$ cat config.mk
export PLATFORM = sky130hd
export DESIGN_NAME = pmr_regs
export DESIGN_NICKNAME = d
export VERILOG_FILES = /design/src/logic/pmr_pkg.sv /design/src/logic/pmr_cfg_reg.sv /design/src/logic/pmr_regs.sv
export SDC_FILE = /design/constraint.sdc
export NUM_CORES = 1
export LEC_CHECK = 0
export BUFFER_PORTS_ARGS = -buffer_cell sky130_fd_sc_hd__clkbuf_2
export CAP_MARGIN = 20
export CORE_MARGIN = 5
export CORE_UTILIZATION = 49
export DETAILED_ROUTE_END_ITERATION = 12
export GPL_TIMING_DRIVEN = 0
export PLACE_DENSITY = 0.78
export SKIP_CTS_REPAIR_TIMING = 1
export SYNTH_ARGS = -nofsm -noshare
export SYNTH_HDL_FRONTEND = slang
export SYNTH_SLANG_ARGS = --single-unit
$ cat constraint.sdc
create_clock -name ref_clk -period 3 [get_ports ref_clk]
set_input_delay 0.9 -clock ref_clk [delete_from_list [all_inputs] [get_ports ref_clk]]
set_output_delay 0.9 -clock ref_clk [all_outputs]
set_load 0.03 [all_outputs]
$ cat src/logic/pmr_pkg.sv
package pmr_pkg;

  // register offsets
  localparam logic [7:0] PMR_ADDR_BAT    = 8'h00;
  localparam logic [7:0] PMR_ADDR_THERM  = 8'h01;
  localparam logic [7:0] PMR_ADDR_A_CTL  = 8'h12;
  localparam logic [7:0] PMR_ADDR_B_PRI  = 8'h20;
  localparam logic [7:0] PMR_ADDR_B_SEC  = 8'h21;
  localparam logic [7:0] PMR_ADDR_B_CTL  = 8'h22;
  localparam logic [7:0] PMR_ADDR_C_PRI  = 8'h30;
  localparam logic [7:0] PMR_ADDR_PWM4   = 8'hF5;

  // field positions
  localparam int PMR_BIT_UNMASK  = 7;
  localparam int PMR_BIT_STATUS  = 6;
  localparam int PMR_BIT_LIVE    = 5;
  localparam int PMR_BIT_RSV4    = 4;
  localparam int PMR_BIT_ON      = 7;
  localparam int PMR_BIT_PHASE   = 2;
  localparam int PMR_BIT_FLT_EN  = 1;
  localparam int PMR_BIT_PGOOD   = 0;

  // reset values
  localparam logic [7:0] PMR_RST_BAT    = 8'h00;
  localparam logic [7:0] PMR_RST_THERM  = 8'h00;
  localparam logic [7:0] PMR_RST_CTL    = 8'h00;
  localparam logic [5:0] PMR_RST_VCODE  = 6'h00;
  localparam logic [7:0] PMR_RST_PWM4   = 8'h00;

  // number of regulators with a control register
  localparam int PMR_NUM_REG = 2;

endpackage

$ cat src/logic/pmr_cfg_reg.sv
`timescale 1ns/10ps
// one byte of host-writable storage with write mask
module pmr_cfg_reg
  import pmr_pkg::*;
#(
  parameter logic [7:0] RESET_VAL = 8'h00,
  parameter logic [7:0] WR_MASK   = 8'hFF
) (
  // clock and reset
  input  wire logic       ref_clk,
  input  wire logic       rst,
  input  wire logic       clk_en,
  // write side
  input  wire logic       wr_en,
  input  wire logic [7:0] wr_data,
  // stored value
  output logic      [7:0] value_q
);

  logic [7:0] value_d;

  // bits outside the write mask keep their old value
  assign value_d = (wr_data & WR_MASK) | (value_q & ~WR_MASK);

  // storage
  always_ff @(posedge ref_clk) begin
    if (rst) begin
      value_q <= RESET_VAL;
    end else if (clk_en && wr_en) begin
      value_q <= value_d;
    end
  end

endmodule

$ cat src/logic/pmr_regs.sv
`timescale 1ns/10ps
// Summary of operation
// - 0x00 bit 7 is read/write battery interrupt unmask, 1 unmasks.
// - 0x00 bit 6 reads 1 once a battery-level interrupt was generated.
// - 0x00 bit 5 shows live battery-below-threshold comparison.
// - 0x00 bits 3:0 are read/write battery threshold code.
// - 0x01 bit 7 is read/write thermal interrupt unmask.
// - 0x01 bit 6 reads 1 once a thermal interrupt was generated.
// - control bit 7 switches each regulator on or off.
// - control bit 2 selects 180 degree phase versus in phase.
// - control bit 1 enables fault interrupts of that regulator.
// - control bit 0 reads power-good status, read only.
// - bits 5:0 at 0x20 apply while select input low; bits 5:0 at 0x30 apply at any select level.
// - bits 5:0 at 0x21 apply while select input high.
// - pwm register at 0xF5 resets to all zero.
module pmr_regs
  import pmr_pkg::*;
#(
  parameter int NREG = PMR_NUM_REG
) (
  // clock, reset, enable
  input  wire logic            ref_clk,
  input  wire logic            rst,
  input  wire logic            clk_en,
  // register port from the serial interface
  input  wire logic [7:0]      reg_addr,
  input  wire logic            reg_wr,
  input  wire logic [7:0]      reg_wdata,
  input  wire logic            reg_rd,
  output logic      [7:0]      reg_rdata,
  output logic                 reg_hit,
  // analog status inputs
  input  wire logic            battery_below_threshold_live,
  input  wire logic            thermal_event,
  input  wire logic [NREG-1:0] power_good,
  input  wire logic [NREG-1:0] regulator_fault,
  input  wire logic            voltage_select_input,
  // regulator controls
  output logic      [NREG-1:0] regulator_on,
  output logic      [NREG-1:0] regulator_phase_shift,
  output logic      [5:0]      buck_b_voltage_code,
  output logic      [5:0]      buck_c_voltage_code,
  output logic      [3:0]      battery_threshold_code,
  output logic                 pin_four_pwm_enable,
  output logic      [2:0]      pin_four_pwm_frequency,
  output logic      [3:0]      pin_four_pwm_duty,
  // interrupt
  output logic                 irq
);

  // writable-bit masks; read-only bits and reserved control bits 6:3 never store
  localparam logic [7:0] BAT_WMASK   = 8'h9F;
  localparam logic [7:0] THERM_WMASK = 8'hBF;
  localparam logic [7:0] CTL_WMASK   = 8'h86;
  localparam logic [7:0] VC_WMASK    = 8'h3F;
  localparam logic [7:0] ALL_WMASK   = 8'hFF;

  // address decode
  wire logic sel_bat   = (reg_addr == PMR_ADDR_BAT);
  wire logic sel_therm = (reg_addr == PMR_ADDR_THERM);
  wire logic sel_actl  = (reg_addr == PMR_ADDR_A_CTL);
  wire logic sel_bpri  = (reg_addr == PMR_ADDR_B_PRI);
  wire logic sel_bsec  = (reg_addr == PMR_ADDR_B_SEC);
  wire logic sel_bctl  = (reg_addr == PMR_ADDR_B_CTL);
  wire logic sel_cpri  = (reg_addr == PMR_ADDR_C_PRI);
  wire logic sel_pwm4  = (reg_addr == PMR_ADDR_PWM4);
  wire logic sel_any   = sel_bat | sel_therm | sel_actl | sel_bpri
                       | sel_bsec | sel_bctl | sel_cpri | sel_pwm4;

  logic [7:0] bat_q;
  logic [7:0] therm_q;
  logic [7:0] actl_q;
  logic [7:0] bctl_q;
  logic [7:0] bpri_q;
  logic [7:0] bsec_q;
  logic [7:0] cpri_q;
  logic [7:0] pwm4_q;

  // battery and thermal control bytes
  pmr_cfg_reg #(.RESET_VAL(PMR_RST_BAT), .WR_MASK(BAT_WMASK)) u_bat (
    .ref_clk (ref_clk),
    .rst     (rst),
    .clk_en  (clk_en),
    .wr_en   (reg_wr & sel_bat),
    .wr_data (reg_wdata),
    .value_q (bat_q)
  );

  pmr_cfg_reg #(.RESET_VAL(PMR_RST_THERM), .WR_MASK(THERM_WMASK))
    u_therm (
    .ref_clk (ref_clk),
    .rst     (rst),
    .clk_en  (clk_en),
    .wr_en   (reg_wr & sel_therm),
    .wr_data (reg_wdata),
    .value_q (therm_q)
  );

  // regulator control bytes
  pmr_cfg_reg #(.RESET_VAL(PMR_RST_CTL), .WR_MASK(CTL_WMASK)) u_actl (
    .ref_clk (ref_clk),
    .rst     (rst),
    .clk_en  (clk_en),
    .wr_en   (reg_wr & sel_actl),
    .wr_data (reg_wdata),
    .value_q (actl_q)
  );

  pmr_cfg_reg #(.RESET_VAL(PMR_RST_CTL), .WR_MASK(CTL_WMASK)) u_bctl (
    .ref_clk (ref_clk),
    .rst     (rst),
    .clk_en  (clk_en),
    .wr_en   (reg_wr & sel_bctl),
    .wr_data (reg_wdata),
    .value_q (bctl_q)
  );

  // voltage code bytes
  pmr_cfg_reg #(.RESET_VAL({2'b00, PMR_RST_VCODE}), .WR_MASK(VC_WMASK))
    u_bpri (
    .ref_clk (ref_clk),
    .rst     (rst),
    .clk_en  (clk_en),
    .wr_en   (reg_wr & sel_bpri),
    .wr_data (reg_wdata),
    .value_q (bpri_q)
  );

  pmr_cfg_reg #(.RESET_VAL({2'b00, PMR_RST_VCODE}), .WR_MASK(VC_WMASK))
    u_bsec (
    .ref_clk (ref_clk),
    .rst     (rst),
    .clk_en  (clk_en),
    .wr_en   (reg_wr & sel_bsec),
    .wr_data (reg_wdata),
    .value_q (bsec_q)
  );

  pmr_cfg_reg #(.RESET_VAL({2'b00, PMR_RST_VCODE}), .WR_MASK(VC_WMASK))
    u_cpri (
    .ref_clk (ref_clk),
    .rst     (rst),
    .clk_en  (clk_en),
    .wr_en   (reg_wr & sel_cpri),
    .wr_data (reg_wdata),
    .value_q (cpri_q)
  );

  // general purpose pwm byte
  pmr_cfg_reg #(.RESET_VAL(PMR_RST_PWM4), .WR_MASK(ALL_WMASK)) u_pwm4 (
    .ref_clk (ref_clk),
    .rst     (rst),
    .clk_en  (clk_en),
    .wr_en   (reg_wr & sel_pwm4),
    .wr_data (reg_wdata),
    .value_q (pwm4_q)
  );

  // sticky status flags; raw thermal event or battery rising edge sets, host read clears
  logic       bat_stat_q;
  logic       bat_stat_d;
  logic       therm_stat_q;
  logic       therm_stat_d;
  logic       live_q;
  wire  logic bat_event;

  // rising edge of the live comparator makes one battery event
  assign bat_event = battery_below_threshold_live & ~live_q;

  // set beats the read-clear so an event in the read cycle survives
  assign bat_stat_d = bat_event
                    | (bat_stat_q & ~(reg_rd & sel_bat));
  assign therm_stat_d = thermal_event
                      | (therm_stat_q & ~(reg_rd & sel_therm));

  // status flops
  always_ff @(posedge ref_clk) begin
    if (rst) begin
      bat_stat_q   <= 1'b0;
      therm_stat_q <= 1'b0;
      live_q       <= 1'b0;
    end else if (clk_en) begin
      bat_stat_q   <= bat_stat_d;
      therm_stat_q <= therm_stat_d;
      live_q       <= battery_below_threshold_live;
    end
  end

  // per-regulator control and status views
  wire logic [7:0] ctl_q [NREG];
  assign ctl_q[0] = actl_q;
  assign ctl_q[1] = bctl_q;

  // control byte read: live power-good in bit 0, reserved zero
  function automatic logic [7:0] ctl_view(input logic [7:0] c,
                                          input logic       pg);
    ctl_view = (c & CTL_WMASK) | {7'h00, pg};
  endfunction

  // regulator outputs
  genvar g;
  generate
    for (g = 0; g < NREG; g++) begin : g_reg
      assign regulator_on[g]          = ctl_q[g][PMR_BIT_ON];
      assign regulator_phase_shift[g] = ctl_q[g][PMR_BIT_PHASE];
    end
  endgenerate

  // fault interrupt: enabled regulators that report a fault
  logic [NREG-1:0] flt_en;
  generate
    for (g = 0; g < NREG; g++) begin : g_flt
      assign flt_en[g] = ctl_q[g][PMR_BIT_FLT_EN];
    end
  endgenerate

  // voltage selection by the select pin
  assign buck_b_voltage_code = voltage_select_input ? bsec_q[5:0]
                                                    : bpri_q[5:0];
  // third buck has only a primary code in this bank
  assign buck_c_voltage_code = cpri_q[5:0];

  // configuration field outputs
  assign battery_threshold_code = bat_q[3:0];
  assign pin_four_pwm_enable    = pwm4_q[7];
  assign pin_four_pwm_frequency = pwm4_q[6:4];
  assign pin_four_pwm_duty      = pwm4_q[3:0];

  // combined interrupt line
  assign irq = (bat_stat_q & bat_q[PMR_BIT_UNMASK])
             | (therm_stat_q & therm_q[PMR_BIT_UNMASK])
             | (|(regulator_fault & flt_en));

  // read mux
  logic [7:0] rdata_d;
  assign rdata_d =
      sel_bat   ? {bat_q[7], bat_stat_q, battery_below_threshold_live,
                   bat_q[4:0]}
    : sel_therm ? {therm_q[7], therm_stat_q, therm_q[5:0]}
    : sel_actl  ? ctl_view(actl_q, power_good[0])
    : sel_bctl  ? ctl_view(bctl_q, power_good[1])
    : sel_bpri  ? bpri_q
    : sel_bsec  ? bsec_q
    : sel_cpri  ? cpri_q
    : sel_pwm4  ? pwm4_q
    : 8'h00;

  // registered read data, captured on the read strobe
  always_ff @(posedge ref_clk) begin
    if (rst) begin
      reg_rdata <= 8'h00;
    end else if (clk_en && reg_rd) begin
      reg_rdata <= rdata_d;
    end
  end

  // hit flag combinational so the serial side can nack unmapped
  assign reg_hit = sel_any;

endmodule

==> summary.md <==
| Metric | Value |
|---|---|
| Post-synthesis cell area | `3018 um^2` |
| Critical Path RT | `2100 ps` |
| Root buffer cell | `clkbuf_8` |
| Worst r2r dst | `reg_rdata[1]` |
| Post-DP Area | `3437 um^2` |
| Post-synth EDFFs | `0` |
| Cell taking the most area after synthesis | `dfxtp_1` |
| Top Family by Delay on Critical Path | `simple AND/OR/NAND/NOR gates` |
| Die width | `88.48 um` |
| Share of Yosys cell area claimed by the top area cell type | `0.3715` |
| Worst skew pair latency | `320 ps` |
| Total wire length | `9.102 mm` |
| Die area | `7829 um^2` |
| Htree depth | `2` |
| R2R Setup Slk | `1550 ps` |
| Worst Setup SP | `reg_addr[2]` |
| Hold Fails Final Rpt | `0` |
| R2r startpoint | `u_bctl.value_q[1]` |
| Die height | `88.48 um` |
| Area growth syn-to-layout | `22.97%` |
| Reg2Reg Depth | `4` |
| Nets | `451` |
| Synth warnings | `0` |
| Worst path cell trace | `buf_12 -> or4_4 -> a211oi_4 -> a2111oi_4 -> nand2_2 -> buf_6` |
| Worst setup SP type | `input port` |
| Final HPWL DP | `6.623 mm` |
| Sequential element share of the synthesized area | `0.3715` |
| TritonCTS clock tree | `done` |
| Max-cap violations | `0` |
| Hold Worst Slack | `462.1 ps` |
| Routed WL per cell | `18.24 um` |
| Final critical-path required period | `3084 ps` |
| Total track usage | `0.2349` |
| Hold Path Class | `register to register` |
| Final Max Tran Viols | `0` |
| Initial antenna violation count | `0` |
| Gr ovfl total | `0` |
| Endpoint class of the critical path | `output port` |
| Worst path depth | `6` |
| PwrDens | `365.2 nW/um^2` |
| Post-route total power | `0.001355 W` |
| Slew of the pin with the lowest slew margin | `703.9 ps` |
| Max clock buf depth | `2` |
| Remaining antenna violation count | `0` |
| Number of remaining DRC errors | `0` |
| Cells after Synth | `352` |
| Max Freq | `324.2 MHz` |
| Pre-antenna DRT Iters | `5` |
| Clock Skew | `11.72 ps` |
| Status | `finished with violations` |
| N_diodes | `0` |
| CTS Buf Count | `5` |
| Final setup viols | `1` |
| Synth area leaders | `dfxtp_1, mux2i_1, nor2_1` |
| Main synth FF type | `dfxtp_1` |
| Largest net degree at the start of global routing | `18` |
| Final Cell Area | `3711 um^2` |
| Net Count, Synth | `380` |
| Max stage delay on crit path | `570 ps` |
| Fill cells | `534` |
| Vias in the first global route | `2838` |
| Crit-path max FO | `5` |
| First-pass GRT wire length | `14.19 mm` |
| Worst Path Buf+Inv | `2` |
| Placer Congestion | `0.9573` |
| Syn Area/Cell | `8.574 um^2` |
| Rows | `28` |
| Max rail drop VDD | `252.8 uV` |
| Io pins | `66` |
| Flops & latches, synth | `56` |
| Share of layout cells above drive strength 1 | `0.2830` |
| Leakage | `1.488 nW` |
| FFs w/ async S/R, synth | `0` |
| Initial Util | `0.5067` |
| Worst path slowest cell | `or4_4` |
| Violated checks | `negative setup slack` |
| DR vias/cell | `6.014` |
| Core area | `5956 um^2` |
| Worst-path clk slew | `110 ps` |
| Synth cell types | `51` |
| Rel. slew slack | `0.5264` |
| CP endpoint | `reg_hit` |
| RSZ-0062 raised after global routing | `yes` |
| Final Cycle Share | `1.028` |
| Crit path DAT | `2180 ps` |
| Worst Slack Setup Final | `-84.31 ps` |
| Port bufs | `57` |
| Vias | `3001` |
| Iter 0 DRT Violations | `251` |
| Clock sink total | `56` |
| Critical path class | `input port to output port` |
==> worst min path at each step <==
stage                        from                  to  slack, ps  cells past startpoint
5_1_grt              reg_rdata[6]        reg_rdata[6]        490                      2
3_5_place_dp         reg_rdata[6]        reg_rdata[6]        450                      2
2_1_floorplan  u_therm.value_q[0]  u_therm.value_q[0]        440                      2
4_1_cts              reg_rdata[6]        reg_rdata[6]        460                      2
6_report             reg_rdata[6]        reg_rdata[6]        460                      2
3_3_place_gp   u_therm.value_q[2]  u_therm.value_q[2]        440                      2
==> state kept, by name (all words and copies together) (netlist names) <==
name and flops:
u_actl.value_q 3, u_bctl.value_q 3, u_cpri.value_q 6, u_bsec.value_q 6
therm_stat_q 1, u_bat.value_q 6, u_bpri.value_q 6, bat_stat_q 1
live_q 1, u_pwm4.value_q 8, u_therm.value_q 7, reg_rdata 8
==> cells in the final DEF (no fill, tap or decap), types with 2 or more instances in the layout <==
cell type,Yosys,routed
clkbuf_2,0,54
nor4_1,8,7
a21oi_1,25,25
nand3_1,19,19
mux2i_1,41,41
buf_6,2,5
a221o_1,3,3
clkbuf_8,0,6
a31oi_1,2,2
nor4b_4,0,2
o31ai_1,3,3
clkbuf_1,16,15
o22a_1,2,2
clkbuf_4,0,2
a22oi_1,4,4
nand2b_1,4,3
and2_1,5,5
o21ai_0,5,4
o32ai_1,2,2
buf_2,9,6
nor4_4,2,4
nand4_1,2,2
nand2_1,21,20
nor3_1,20,20
mux2_2,8,8
o2bb2ai_1,3,3
inv_1,8,8
nor2_1,42,41
or4_4,0,2
or3_1,2,2
nand3b_1,2,2
nor2_4,0,2
dfxtp_1,56,56
buf_4,8,16
a222oi_1,2,2
==> area by class of cell <==
cell class / count / area (um^2) / area share
plain buffers: 35 / 214.0 / 0.05765
inverters: 8 / 30.03 / 0.008092
multi-input cells: 252 / 1798 / 0.4845
repair buffers: 65 / 357.8 / 0.09643
flip-flops and latches: 56 / 1121 / 0.3021
well taps: 75 / 93.84 / 0.02529
clock inverters: 2 / 13.76 / 0.003709
clock buffers: 6 / 82.58 / 0.02225
==> worst min-delay path, delay by kind of cell (launching register included) <==
family             cells  cell delay [ps]
AOI/OAI and AO/OA      1               50
DFF                    1              330
and+or+nand+nor        1               50
==> power by group <==
group          switching (W)  internal [W]  total (W)
clock network       0.000253      0.000189   0.000442
logic               0.000108     0.0000556   0.000163
registers         0.00000270      0.000747   0.000749
==> stage by stage <==
step,setup WS [ps],TNS [ps],instances,utilization
after floorplan,1.121,0,352,-
after global placement,-423.0,-423.0,484,0.5771
after detailed placement,-465.0,-465.0,484,0.5771
after CTS,-466.1,-466.1,492,0.5933
after global routing,-124.6,-124.6,499,0.6231
final,-84.31,-84.31,499,0.6231
==> Yosys cell counts (2+ instances only) <==
master	instances
a222oi_1	2
o21ai_0	5
a31oi_1	2
nand4_1	2
nand2b_1	4
nor4b_1	2
and2_1	5
or4_1	3
dfxtp_1	56
buf_2	9
nor4_4	2
nor3_1	20
nand2_1	21
a22oi_1	4
nand3_1	19
inv_1	8
nor2_1	42
o22a_1	2
mux2i_1	41
a211oi_1	2
o2bb2ai_1	3
a21oi_1	25
nor4_1	8
or3_1	2
buf_4	8
a221o_1	3
o31ai_1	3
o32ai_1	2
mux2_2	8
clkbuf_1	16
nand3b_1	2
buf_6	2
==> metal layers <==
metal	GRT usage	up-vias	part of all wire
met4	0.07555	0	0.025
met5	0	-	0
li1	-	1415	-
met1	0.3254	1409	0.43
met3	0.04469	19	0.085
met2	0.3691	158	0.46
==> logic make-up (layout without fill, tap and decap cells) <==
kind of cell           after synthesis  after routing  share of synthesized area
AND/OR/NAND/NOR                    143            143                     0.2571
AO/OA/AOI/OAI                       60             60                     0.1323
flip-flops                          56             56                     0.3715
buffers and inverters               44            116                    0.07338
multiplexers                        49             49                     0.1658
(Power assumes the default switching activity.)
